[config.mk]
export PLATFORM = sky130hd
export DESIGN_NAME = dbf_host
export DESIGN_NICKNAME = d
export VERILOG_FILES = /design/src/dbf_pkg.sv /design/src/dbf_host.sv
export SDC_FILE = /design/constraint.sdc
export NUM_CORES = 1
export LEC_CHECK = 0
export ABC_AREA = 1
export BUFFER_PORTS_ARGS = -buffer_cell sky130_fd_sc_hd__buf_2
export CAP_MARGIN = 20
export CORE_UTILIZATION = 35
export CTS_CLUSTER_DIAMETER = 80
export DETAILED_ROUTE_END_ITERATION = 12
export GPL_TIMING_DRIVEN = 0
export SYNTH_ARGS = -nofsm -noshare
export SYNTH_HDL_FRONTEND = slang
export SYNTH_SLANG_ARGS = --single-unit
[constraint.sdc]
create_clock -name sys_clk -period 3.6 [get_ports sys_clk]
set_input_delay 0.72 -clock sys_clk [delete_from_list [all_inputs] [get_ports sys_clk]]
set_output_delay 0.72 -clock sys_clk [all_outputs]
set_load 0.02 [all_outputs]
[src/dbf_pkg.sv]
// dbf_pkg: constants shared by the dual-bank flash host controller.
// assumes a 100 MHz system clock and a 70 ns speed grade part.
package dbf_pkg;
    // ---------------------------------------------------------------
    // clock and pin timing
    // ---------------------------------------------------------------
    localparam int CLK_PERIOD_NS = 10;
    localparam int ACC_NS        = 70;
    localparam int WE_PULSE_NS   = 35;
    localparam int RST_PULSE_NS  = 500;
    localparam int CNT_W         = 8;
    localparam logic [CNT_W-1:0] ACC_CYC =
        CNT_W'((ACC_NS + CLK_PERIOD_NS - 1) / CLK_PERIOD_NS);
    localparam logic [CNT_W-1:0] WE_CYC  =
        CNT_W'((WE_PULSE_NS + CLK_PERIOD_NS - 1) / CLK_PERIOD_NS);
    localparam logic [CNT_W-1:0] RST_CYC =
        CNT_W'((RST_PULSE_NS + CLK_PERIOD_NS - 1) / CLK_PERIOD_NS);

    // ---------------------------------------------------------------
    // flash geometry
    // ---------------------------------------------------------------
    localparam int ADDR_W     = 21;
    localparam int DATA_W     = 16;
    localparam int BANK_W     = 2;
    localparam int BANK_LSB   = 19;

    // ---------------------------------------------------------------
    // register offsets (byte addresses)
    // ---------------------------------------------------------------
    localparam logic [4:0] OFS_CTRL   = 5'h00;
    localparam logic [4:0] OFS_ADDR   = 5'h04;
    localparam logic [4:0] OFS_WDATA  = 5'h08;
    localparam logic [4:0] OFS_CMD    = 5'h0C;
    localparam logic [4:0] OFS_RDATA  = 5'h10;
    localparam logic [4:0] OFS_STATUS = 5'h14;

    // CTRL fields
    localparam int CTRL_BYTE    = 0;
    localparam int CTRL_HOLDRST = 1;
    localparam int CTRL_PROTACC = 2;
    localparam int CTRL_ESUSP   = 3;
    localparam int CTRL_SECENT  = 4;
    localparam int CTRL_W       = 5;
    localparam logic [CTRL_W-1:0] CTRL_RESET = 5'h04;

    // CMD fields
    localparam int CMD_GO     = 0;
    localparam int CMD_WRITE  = 1;
    localparam int CMD_SECURE = 2;
    localparam int CMD_OPSTART = 3;

    // STATUS fields
    localparam int ST_CYCBUSY  = 0;
    localparam int ST_READY    = 1;
    localparam int ST_OPACTIVE = 2;
    localparam int ST_REFUSED  = 3;
    localparam int ST_OPBANK   = 4;

    typedef enum logic [2:0] {
        SEQ_IDLE    = 3'b000,
        SEQ_SETUP   = 3'b001,
        SEQ_STROBE  = 3'b010,
        SEQ_RECOVER = 3'b011,
        SEQ_RESET   = 3'b100
    } dbf_seq_t;
endpackage : dbf_pkg

[src/dbf_host.sv]
// dbf_host: host controller for a dual-bank parallel NOR flash.
// assumes flash pin inputs synchronous to sys_clk; software on Avalon-MM.
//
// The address map and the Avalon-MM register port were decided locally.
`timescale 1ns/1ps
`default_nettype none
module dbf_host
    import dbf_pkg::*;
(
    input  wire logic                       sys_clk,
    input  wire logic                       resetn,
    input  wire logic [4:0]                 avsAddress,
    input  wire logic                       avsRead,
    input  wire logic                       avsWrite,
    input  wire logic [31:0]                avsWritedata,
    input  wire logic [3:0]                 avsByteenable,
    output var  logic [31:0]                avsReaddata,
    output var  logic                       avsWaitrequest,
    output var  logic [dbf_pkg::ADDR_W-1:0] word_address_lines,
    input  wire logic [14:0]                data_lines_low_in,
    output var  logic [14:0]                data_lines_low_out,
    output var  logic [14:0]                data_lines_low_oe,
    input  wire logic                       top_data_or_byte_addr_in,
    output var  logic                       top_data_or_byte_addr_out,
    output var  logic                       top_data_or_byte_addr_oe,
    output var  logic                       flashCeN,
    output var  logic                       flashOeN,
    output var  logic                       flashWeN,
    output var  logic                       flashResetN,
    output var  logic                       flashByteN,
    output var  logic                       protect_accel_pin,
    input  wire logic                       ready_busy_n
);
    import dbf_pkg::*;

    // ---------------------------------------------------------------
    // registers and bus decode
    // ---------------------------------------------------------------
    logic [CTRL_W-1:0]    ctrl;
    logic [ADDR_W:0]      addrReg;
    logic [DATA_W-1:0]    wdataReg;
    logic [DATA_W-1:0]    rdataReg;
    logic                 refused;
    logic                 opActive;
    logic [BANK_W-1:0]    opBank;
    logic                 readyPrev;
    dbf_seq_t             seq;
    logic [CNT_W-1:0]     cnt;
    logic                 cycWrite;
    logic                 cycSecure;
    logic                 cycOpStart;

    wire wrAccept   = avsWrite & ~avsWaitrequest & avsByteenable[0];
    wire wrCtrl     = wrAccept & (avsAddress == OFS_CTRL);
    wire wrAddr     = wrAccept & (avsAddress == OFS_ADDR);
    wire wrWdata    = wrAccept & (avsAddress == OFS_WDATA);
    wire wrCmd      = wrAccept & (avsAddress == OFS_CMD);
    wire wrStatus   = wrAccept & (avsAddress == OFS_STATUS);
    wire goReq      = wrCmd & avsWritedata[CMD_GO];
    wire reqWrite   = avsWritedata[CMD_WRITE];
    wire reqSecure  = avsWritedata[CMD_SECURE];
    wire [BANK_W-1:0] reqBank = addrReg[ADDR_W:BANK_LSB+1];
    // a third bank cannot be written while another runs its embedded op, unless CTRL_ESUSP is set
    wire badBank    = reqWrite & opActive & ~ctrl[CTRL_ESUSP]
                      & (reqBank != opBank);
    // secure reads under suspend are only legal inside entry/exit bracket
    wire badSecure  = reqSecure & ctrl[CTRL_ESUSP] & ~ctrl[CTRL_SECENT];
    wire canLaunch  = (seq == SEQ_IDLE) & ~ctrl[CTRL_HOLDRST];
    wire launch     = goReq & canLaunch & ~badBank & ~badSecure;
    wire refuseEvt  = goReq & ~launch;
    wire readyRose  = ready_busy_n & ~readyPrev;
    wire byteMode   = ctrl[CTRL_BYTE];
    wire [DATA_W-1:0] capData = byteMode ? {8'h00, data_lines_low_in[7:0]}
                                         : {top_data_or_byte_addr_in, data_lines_low_in};
    wire [31:0] statusWord = {26'h000_0000, opBank, refused, opActive,
                              ready_busy_n, (seq != SEQ_IDLE)};
    wire [31:0] rdMux =
        (avsAddress == OFS_CTRL)   ? {27'h000_0000, ctrl} :
        (avsAddress == OFS_ADDR)   ? {10'h000, addrReg} :
        (avsAddress == OFS_WDATA)  ? {16'h0000, wdataReg} :
        (avsAddress == OFS_RDATA)  ? {16'h0000, rdataReg} :
        (avsAddress == OFS_STATUS) ? statusWord : 32'h0000_0000;

    // ---------------------------------------------------------------
    // Avalon slave: one wait cycle, then the answer
    // ---------------------------------------------------------------
    always_ff @(posedge sys_clk or negedge resetn) begin
        if (!resetn) begin
            avsWaitrequest <= 1'b1;
            avsReaddata    <= 32'h0000_0000;
        end else begin
            avsWaitrequest <= ~((avsRead | avsWrite) & avsWaitrequest);
            if (avsRead & avsWaitrequest)
                avsReaddata <= rdMux;
        end
    end

    always_ff @(posedge sys_clk or negedge resetn) begin
        if (!resetn) begin
            ctrl     <= CTRL_RESET;
            addrReg  <= '0;
            wdataReg <= '0;
        end else begin
            if (wrCtrl)
                ctrl <= avsWritedata[CTRL_W-1:0];
            if (wrAddr)
                addrReg <= avsWritedata[ADDR_W:0];
            if (wrWdata)
                wdataReg <= avsWritedata[DATA_W-1:0];
        end
    end

    // refusal flag: a new refusal beats a clear in the same cycle
    always_ff @(posedge sys_clk or negedge resetn) begin
        if (!resetn)
            refused <= 1'b0;
        else if (refuseEvt)
            refused <= 1'b1;
        else if (wrStatus & avsWritedata[ST_REFUSED])
            refused <= 1'b0;
    end

    // ---------------------------------------------------------------
    // embedded operation tracking, ended by the ready/busy line rising or by a flash reset pulse
    // ---------------------------------------------------------------
    always_ff @(posedge sys_clk or negedge resetn) begin
        if (!resetn) begin
            opActive  <= 1'b0;
            opBank    <= '0;
            readyPrev <= 1'b1;
        end else begin
            readyPrev <= ready_busy_n;
            if (launch & reqWrite & avsWritedata[CMD_OPSTART]) begin
                opActive <= 1'b1;
                opBank   <= reqBank;
            end else if (readyRose | (seq == SEQ_RESET)) begin
                opActive <= 1'b0;
            end
        end
    end

    // ---------------------------------------------------------------
    // pin sequencer; power-up starts with a reset pulse
    // ---------------------------------------------------------------
    always_ff @(posedge sys_clk or negedge resetn) begin
        if (!resetn) begin
            seq        <= SEQ_RESET;
            cnt        <= RST_CYC - 8'h01;
            cycWrite   <= 1'b0;
            cycSecure  <= 1'b0;
            cycOpStart <= 1'b0;
            rdataReg   <= '0;
        end else begin
            unique case (seq)
                SEQ_IDLE: begin
                    if (ctrl[CTRL_HOLDRST]) begin
                        seq <= SEQ_RESET;
                        cnt <= RST_CYC - 8'h01;
                    end else if (launch) begin
                        seq        <= SEQ_SETUP;
                        cycWrite   <= reqWrite;
                        cycSecure  <= reqSecure;
                        cycOpStart <= avsWritedata[CMD_OPSTART];
                    end
                end
                SEQ_SETUP: begin
                    seq <= SEQ_STROBE;
                    cnt <= (cycWrite ? WE_CYC : ACC_CYC) - 8'h01;
                end
                SEQ_STROBE: begin
                    if (cnt == '0) begin
                        seq <= SEQ_RECOVER;
                        if (!cycWrite)
                            rdataReg <= capData;
                    end else begin
                        cnt <= cnt - 8'h01;
                    end
                end
                SEQ_RECOVER: seq <= SEQ_IDLE;
                SEQ_RESET: begin
                    if (cnt != '0)
                        cnt <= cnt - 8'h01;
                    else if (!ctrl[CTRL_HOLDRST])
                        seq <= SEQ_IDLE;
                end
                default: seq <= SEQ_IDLE;
            endcase
        end
    end

    // ---------------------------------------------------------------
    // registered pin drive
    // ---------------------------------------------------------------
    wire strobeNext = (seq == SEQ_SETUP) | ((seq == SEQ_STROBE) & (cnt != '0));
    wire busCycNext = (seq == SEQ_IDLE) ? launch
                                        : ((seq == SEQ_SETUP) | (seq == SEQ_STROBE));
    wire isWrNext   = (seq == SEQ_IDLE) ? reqWrite : cycWrite;
    wire resetNext  = (seq == SEQ_RESET) & ~((cnt == '0) & ~ctrl[CTRL_HOLDRST]);
    wire enterRst   = (seq == SEQ_IDLE) & ctrl[CTRL_HOLDRST];

    always_ff @(posedge sys_clk or negedge resetn) begin
        if (!resetn) begin
            flashCeN    <= 1'b1;
            flashOeN    <= 1'b1;
            flashWeN    <= 1'b1;
            flashResetN <= 1'b0;
        end else begin
            flashCeN    <= ~busCycNext;
            flashOeN    <= ~(strobeNext & ~cycWrite);
            flashWeN    <= ~(strobeNext & cycWrite);
            flashResetN <= ~(resetNext | enterRst);
        end
    end

    always_ff @(posedge sys_clk or negedge resetn) begin
        if (!resetn) begin
            word_address_lines        <= '0;
            data_lines_low_out        <= '0;
            data_lines_low_oe         <= '0;
            top_data_or_byte_addr_out <= 1'b0;
            top_data_or_byte_addr_oe  <= 1'b0;
            flashByteN                <= 1'b1;
            protect_accel_pin         <= 1'b1;
        end else begin
            flashByteN        <= ~byteMode;
            protect_accel_pin <= ctrl[CTRL_PROTACC];
            if (launch)
                word_address_lines <= addrReg[ADDR_W:1];
            // upper lanes stay off in byte mode: the part floats them
            data_lines_low_oe  <= (busCycNext & isWrNext)
                                  ? (byteMode ? 15'h00FF : 15'h7FFF) : 15'h0000;
            if (launch)
                data_lines_low_out <= wdataReg[14:0];
            if (launch)
                top_data_or_byte_addr_out <= byteMode ? addrReg[0] : wdataReg[15];
            top_data_or_byte_addr_oe <= busCycNext & (byteMode | isWrNext);
        end
    end

    // ---------------------------------------------------------------
    // assertions
    // ---------------------------------------------------------------
    property p_read_strobes;
        @(posedge sys_clk) disable iff (!resetn)
        !flashOeN |-> (!flashCeN && flashWeN);
    endproperty
    a_read_strobes: assert property (p_read_strobes) else $error("read without ce or with we");

    property p_write_strobes;
        @(posedge sys_clk) disable iff (!resetn)
        !flashWeN |-> (!flashCeN && flashOeN);
    endproperty
    a_write_strobes: assert property (p_write_strobes) else $error("write without ce or with oe");

    property p_we_pulse;
        @(posedge sys_clk) disable iff (!resetn)
        $fell(flashWeN) |-> !flashWeN[*4] ##1 flashWeN ##1 flashCeN;
    endproperty
    a_we_pulse: assert property (p_we_pulse) else $error("write pulse width wrong");

    property p_addr_stable;
        @(posedge sys_clk) disable iff (!resetn)
        (!flashCeN && !$past(flashCeN)) |-> $stable(word_address_lines);
    endproperty
    a_addr_stable: assert property (p_addr_stable) else $error("address moved in cycle");

    property p_byte_lsb;
        @(posedge sys_clk) disable iff (!resetn)
        (!flashCeN && !flashByteN) |->
            (top_data_or_byte_addr_oe && data_lines_low_oe[14:8] == 7'h00);
    endproperty
    a_byte_lsb: assert property (p_byte_lsb) else $error("byte mode pin use wrong");

    property p_width_sel;
        @(posedge sys_clk) disable iff (!resetn)
        (seq == SEQ_SETUP) |-> (flashByteN == !ctrl[CTRL_BYTE]);
    endproperty
    a_width_sel: assert property (p_width_sel) else $error("width select mismatch");

    property p_reset_quiet;
        @(posedge sys_clk) disable iff (!resetn)
        $fell(flashResetN) |-> (!flashResetN && flashCeN)[*8];
    endproperty
    a_reset_quiet: assert property (p_reset_quiet) else $error("flash reset too short or busy");

    property p_two_banks;
        @(posedge sys_clk) disable iff (!resetn)
        (seq == SEQ_SETUP && cycWrite && opActive && !cycOpStart && !ctrl[CTRL_ESUSP])
            |-> (word_address_lines[ADDR_W-1:BANK_LSB] == opBank);
    endproperty
    a_two_banks: assert property (p_two_banks) else $error("write reached a third bank");

    property p_secure_entry;
        @(posedge sys_clk) disable iff (!resetn)
        (seq == SEQ_SETUP && cycSecure && ctrl[CTRL_ESUSP]) |-> ctrl[CTRL_SECENT];
    endproperty
    a_secure_entry: assert property (p_secure_entry) else $error("secure access outside entry");
endmodule : dbf_host
`default_nettype wire

==> impl_metrics.yaml, run 1 <==
routing:
  via_per_inst: 4.657
  drt_iter0_drc: 313
  drt_first_pass_iters: 5
  ant_nets: 0
  vias: 5356
  wl_um: 17640
  wl_per_cell_um: 15.34
  drc: 0
grt:
  grt_pass1_wl_um: 27890
  grt_max_degree: 85
  grt_pass1_vias: 5175
  grt_antenna_before_repair: 0
  overflow: 0
  grt_usage: 0.1989
critical_path:
  critPathTopFamily: "flip-flops"
  reg2reg_to: "rdataReg[14]"
  critical_path_buf_inv_count: 2
  cpPeakStageDelay_ns: 0.45
  end_kind: "output port"
  cp_data_arrival_time_ns: 1.18
  worst-path-max-fanout: 8
  worstSetupStartpointType: "flip-flop"
  r2r_cells: 8
  path_cells: "buf_4 > buf_2"
  crit_required_ns: 2.88
  criticalPathCategory: "reg2out"
  r2r_start: "cnt[0]"
  critPathSlowestCell: "dfrtp_1"
  reg2reg_slack_ns: 1.74
cells_and_area:
  drive_above_1_share: 0.2714
  syn_to_final_growth_pct: 25.31
  nets: 972
  stdcell_count: 1150
  nFillCells: 1823
  n_antenna_cell: 0
timing:
  setup_viol: 0
  hold_viol: 0
  rsz0062_at_grt: "no"
  worst_pin_slew_ns: 0.7044
  worst_slack_ns: 1.704
  fin_skew_ns: 0.006850
  max_freq_ghz: 0.5275
  period_share: 0.5265
  finalMaxSlewViolations: 0
  min_period_ns: 1.896
  relSlewSlack: 0.5304
  holdWs_ns: 0.2598
place:
  post-place-ws_ns: 1.328
  placed_cells: 1118
  gp_congestion: 0.8269
  io_buffer_count: 129
  dp_hpwl_um: 12620
synth:
  synth_seq_area_share: 0.5639
  syn_avg_cell_area_sq_um: 8.615
  synthCells: 750
  netlist_area_sq_um: 6461
  ys_ff_latch: 145
  ys.warnings.count: 0
  yosysUniqueCellTypes: 28
power:
  powerDensity_nw_per_um2: 649.4
  power_mw: 5.258
  ir_drop_uv: 387.9
  power.leakage_nw: 4.376
clock_tree:
  htree_levels: 4
  cts-buffers-inserted: 17
  root_buffer: "clkbuf_16"
  cts.path.max_buffers: 2
  holdBufCountCts: 0
  cts.repair.resized: 0
  clkTransAtPathRegs_ns: 0.06
  tritoncts: "done"
  postCtsSetupBuffers: 0
  cts.sinks: 145
  insertion_delay_ns: 0.43
floorplanning:
  rows: 49
  die_h_um: 137.9
  ios: 154
  die_w_um: 137.9
  initial_core_util: 0.3585
  die-area_sq_um: 19010
  core_area_sq_um: 18020
flow_run:
  cap_violations: 0
min_path:
  min_path_type: "in2async"
run_status:
  status: "finished clean"
## sequential cells by signal (all words and copies together) (netlist names), 2 cells and up
| register | count |
|---|---|
| avsReaddata | 22 |
| ctrl | 5 |
| addrReg | 22 |
| rdataReg | 16 |
| data_lines_low_out | 15 |
| word_address_lines | 21 |
| opBank | 2 |
| seq | 3 |
| cnt | 8 |
| data_lines_low_oe | 2 |
| wdataReg | 16 |
## area by class of cell
| type | count | area (sq um) | area share |
|---|---|---|---|
| Inverter | 69 | 259.0 | 0.03199 |
| Tap cell | 229 | 286.5 | 0.03539 |
| Timing Repair Buffer | 130 | 679.4 | 0.08391 |
| Multi-Input combinational cell | 495 | 2266 | 0.2799 |
| Clock inverter | 15 | 210.2 | 0.02596 |
| Clock buffer | 17 | 425.4 | 0.05254 |
| Sequential cell | 145 | 3643 | 0.4500 |
| Buffer | 50 | 326.6 | 0.04033 |
## where the power goes
| group | switching, mW | leakage [nW] | internal [mW] |
|---|---|---|---|
| combinational | 0.807 | 2.20 | 0.484 |
| clock | 0.723 | 0.292 | 1.17 |
| sequential | 0.171 | 1.88 | 1.91 |
## layout by cell type (no fill, tap or decap), types with 2 or more instances in the layout
| cell type | n |
|---|---|
| nand2_1 | 264 |
| buf_2 | 137 |
| dfrtp_1 | 133 |
| o21ai_1 | 90 |
| inv_1 | 57 |
| nor2_1 | 34 |
| buf_4 | 26 |
| a21oi_1 | 20 |
| nand3_1 | 19 |
| clkbuf_16 | 17 |
| o21ai_0 | 14 |
| inv_2 | 12 |
| dfstp_2 | 12 |
| clkbuf_1 | 11 |
| conb_1 | 10 |
| nand4_1 | 9 |
| nor2_4 | 6 |
| a21oi_2 | 6 |
| buf_6 | 5 |
| clkinv_4 | 5 |
| clkinvlp_4 | 5 |
| nor2_2 | 4 |
| xor2_1 | 4 |
| bufinv_16 | 4 |
| nand3_2 | 3 |
| nor2_8 | 2 |
| nand2_2 | 2 |
| nor3_1 | 2 |
| nand2_4 | 2 |
| ha_1 | 2 |
## cell families after synthesis
group                    Yosys count  share of synthesized area
multiplexers                       1                   0.001549
AO/OA/AOI/OAI                    131                     0.1053
AND/OR/NAND/NOR                  347                     0.2287
other                              1                  0.0005804
buffers and inverters            119                    0.09063
flip-flops                       145                     0.5639
XOR/XNOR                           4                   0.005422
adder cells (fa/ha/maj)            2                   0.003872
## stage by stage
step                area, sq um  utilization  TNS, ns
global route               8097       0.4492        0
global placement           7427       0.4121   -42.68
CTS                        8097       0.4492        0
finish                     8097       0.4492        0
detailed placement         7461       0.4139        0
floorplan                  6495            -        0
## synth_stat cells, drive strengths merged
master | count | share of area
buf | 39 | 0.044
conb | 1 | 0.00058
xor2 | 4 | 0.0054
o21ai | 104 | 0.081
nor2 | 46 | 0.040
o211ai | 1 | 0.0012
mux2i | 1 | 0.0015
nand2 | 268 | 0.16
dfrtp | 133 | 0.52
dfstp | 12 | 0.049
nor3 | 2 | 0.0015
inv | 69 | 0.040
nand4 | 9 | 0.0087
nand3 | 22 | 0.019
a21oi | 26 | 0.024
ha | 2 | 0.0039
clkbuf | 11 | 0.0064
## layer usage
| layer | up-vias | GRT usage | part of all wire |
|---|---|---|---|
| met2 | 168 | 0.3156 | 0.46 |
| met1 | 2508 | 0.2677 | 0.45 |
| met3 | 26 | 0.04532 | 0.063 |
| li1 | 2654 | - | - |
| met5 | - | 0 | 0 |
| met4 | 0 | 0.06703 | 0.019 |
## worst max path at each step
stage	cells after the start	slack (ns)	from	end
after floorplan	10	1.83	avsAddress[4]	opBank[0]
after global placement	1	-0.33	resetn	data_lines_low_out[9]
after detailed placement	9	1.33	avsWrite	word_address_lines[16]
after CTS	2	1.68	data_lines_low_oe[7]	data_lines_low_oe[5]
after global routing	8	1.57	cnt[0]	rdataReg[14]
final	2	1.70	data_lines_low_oe[7]	data_lines_low_oe[5]
Power figures use the tool's default switching activity.
==> inputs of run 2 (changes only) <==
==> constraint.sdc (replaced) <==
create_clock -name sys_clk -period 1.72 [get_ports sys_clk]
set_input_delay 0.344 -clock sys_clk [delete_from_list [all_inputs] [get_ports sys_clk]]
set_output_delay 0.344 -clock sys_clk [all_outputs]
set_load 0.02 [all_outputs]
==> run 2 against run 1 <==
Against the previous run:
- cell count grew 0.52%
- setup slack worse by 1.6 ns
- critical path depth rose by 7
- register-to-register slack got worse by 1.6 ns
- cell area up 1.5%
- clock-buffer cell count unchanged
- utilization up 0.66 points
- sequential share of layout area fell by 0.64 points
- global-route usage up 0.14 points
- power rose by 110%
- die area stayed put
- largest cell class unchanged
==> impl_metrics.yaml, run 2 (synthesis gave the netlist of run 1 again) <==
routing:
  wl_um: 17780
  wl_per_cell_um: 15.38
  drt_iter0_drc: 337
  drc: 0
  drt_first_pass_iters: 5
  vias: 5398
  via_per_inst: 4.670
  ant_nets: 0
place:
  gp_congestion: 0.8269
  placed_area_sq_um: 7461
  dp_hpwl_um: 12620
  io_buffer_count: 129
flow_run:
  cap_violations: 0
cells_and_area:
  multi_input_area_sq_um: 2308
  layout_common_cells: "nand2_1, buf_2, dfrtp_1"
  top_regs: "addrReg x22, avsReaddata x22, word_address_lines x21"
  nets: 978
  syn_to_final_growth_pct: 27.15
  drive_above_1_share: 0.2902
  mostFrequentLayoutCell: "nand2_1"
  final_cell_area_sq_um: 8215
  n_antenna_cell: 0
  nFillCells: 1805
  regArea_sq_um: 3645
clock_tree:
  tritoncts: "done"
  clkTransAtPathRegs_ns: 0.07
  root_buffer: "clkbuf_16"
  htree_levels: 4
  cts.sinks: 145
  cts.path.max_buffers: 2
  cts-buffers-inserted: 17
  insertion_delay_ns: 0.43
timing:
  max_freq_ghz: 0.6169
  worst_pin_slew_ns: 0.6953
  relSlewSlack: 0.5365
  min_period_ns: 1.621
  fin_skew_ns: 0.005997
  finalMaxSlewViolations: 0
  hold_viol: 0
  setup_viol: 0
  period_share: 0.9424
floorplanning:
  ios: 154
  rows: 49
  die_w_um: 137.9
  core_area_sq_um: 18020
  initial_core_util: 0.3585
  die_h_um: 137.9
  die-area_sq_um: 19010
critical_path:
  worstSetupStartpointType: "flip-flop"
  cp_data_arrival_time_ns: 1.99
  end_kind: "flip-flop"
  cpPeakStageDelay_ns: 0.44
  criticalPathCategory: "reg2reg"
  crit_top_cell: "nand2_1"
  crit_required_ns: 2.09
  critPathSlowestCell: "dfrtp_2"
  path_cells: "nor2_4 > nand3_4 > nor2_4 > nand2_1 > nor2_2 > buf_6 > buf_6 > nand2_1 > nand2_1"
  worst-path-max-fanout: 10
power:
  power.leakage_nw: 4.432
  powerDensity_nw_per_um2: 1359
  power_mw: 11.16
  ir_drop_uv: 813.2
grt:
  grt_max_degree: 85
  grt_pass1_vias: 5238
  grt_pass1_wl_um: 28120
  grt_antenna_before_repair: 0
  grt_usage: 0.2003
  overflow: 0
min_path:
  min_path_type: "in2reg"
run_status:
  status: "finished clean"
[run 2: changes by cell type in the layout (fill, tap and decap cells not counted), sizes merged]
cell / delta
dlygate4sd3: +1
buf: +4
clkbuf: +1
[run 2: path summary, 6_finish.rpt]
kind                              startpoint                     to  slack (ns)  cells after the start
worst min-delay path            ready_busy_n              readyPrev        0.03                      1
worst max-delay path                  seq[0]  data_lines_low_out[5]         0.1                      9
worst min register to register       ctrl[2]      protect_accel_pin        0.39                      0
max in group asynchronous             resetn         avsWaitrequest        0.45                      3
min in group asynchronous             resetn                 cnt[6]        0.46                      2
worst max register to register        seq[0]  data_lines_low_out[5]         0.1                      9
[run 2: layer usage]
metal  routed length (um)  vias up  track usage
li1                     -     2673            -
met1                 8022     2545       0.2696
met2                 8390      158       0.3189
met3                 1055       22      0.04459
met4                  306        0      0.06643
met5                    0        -            0
[run 2: final cells by class]
| type | count | share of cell area |
|---|---|---|
| inverter | 69 | 0.03153 |
| multi-input combinational | 495 | 0.2810 |
| buffer | 50 | 0.04310 |
| clock buffer | 17 | 0.05178 |
| clock inverter | 15 | 0.02559 |
| timing repair buffer | 136 | 0.08849 |
| sequential | 145 | 0.4436 |
| tap | 229 | 0.03488 |
[run 2: report_power, final]
group          switching, mW  internal, mW  total [mW]  leakage (nW)
Sequential             0.364          4.00        4.36          1.88
Combinational           1.74          1.10        2.84          2.26
Clock                   1.52          2.44        3.96         0.292
Total                   3.63          7.54        11.2          4.43
[run 2: timing repair]
action | in CTS | in global routing
gates resized for setup | 12 | 11
endpoints found under the hold margin | 57 | 0
hold buffers | 1 | 0
endpoints found under the setup margin | 54 | 69
setup buffers | 2 | 3
pin swaps | 2 | 2
gates cloned | 0 | 0
[run 2: critical path: cells and delay by family, from the launching register on]
kind | cells | cell delay [ns]
buffers and inverters | 2 | 0.31
DFF | 1 | 0.44
and+or+nand+nor | 7 | 0.79
[run 2: per-stage QoR]
step / util / hold slack (ns) / setup slack (ns) / cells / TNS, ns
after floorplan: - / 0.04841 / 0.2084 / 759 / 0
after global placement: 0.4121 / 0.3769 / -1.833 / 1117 / -260.44
after detailed placement: 0.4139 / 0.3634 / -0.1756 / 1118 / -7.115
after CTS: 0.4523 / 0.02212 / 0.001835 / 1153 / 0
after global routing: 0.4558 / 0.02058 / -0.006160 / 1156 / -0.006160
final: 0.4558 / 0.03360 / 0.09900 / 1156 / 0
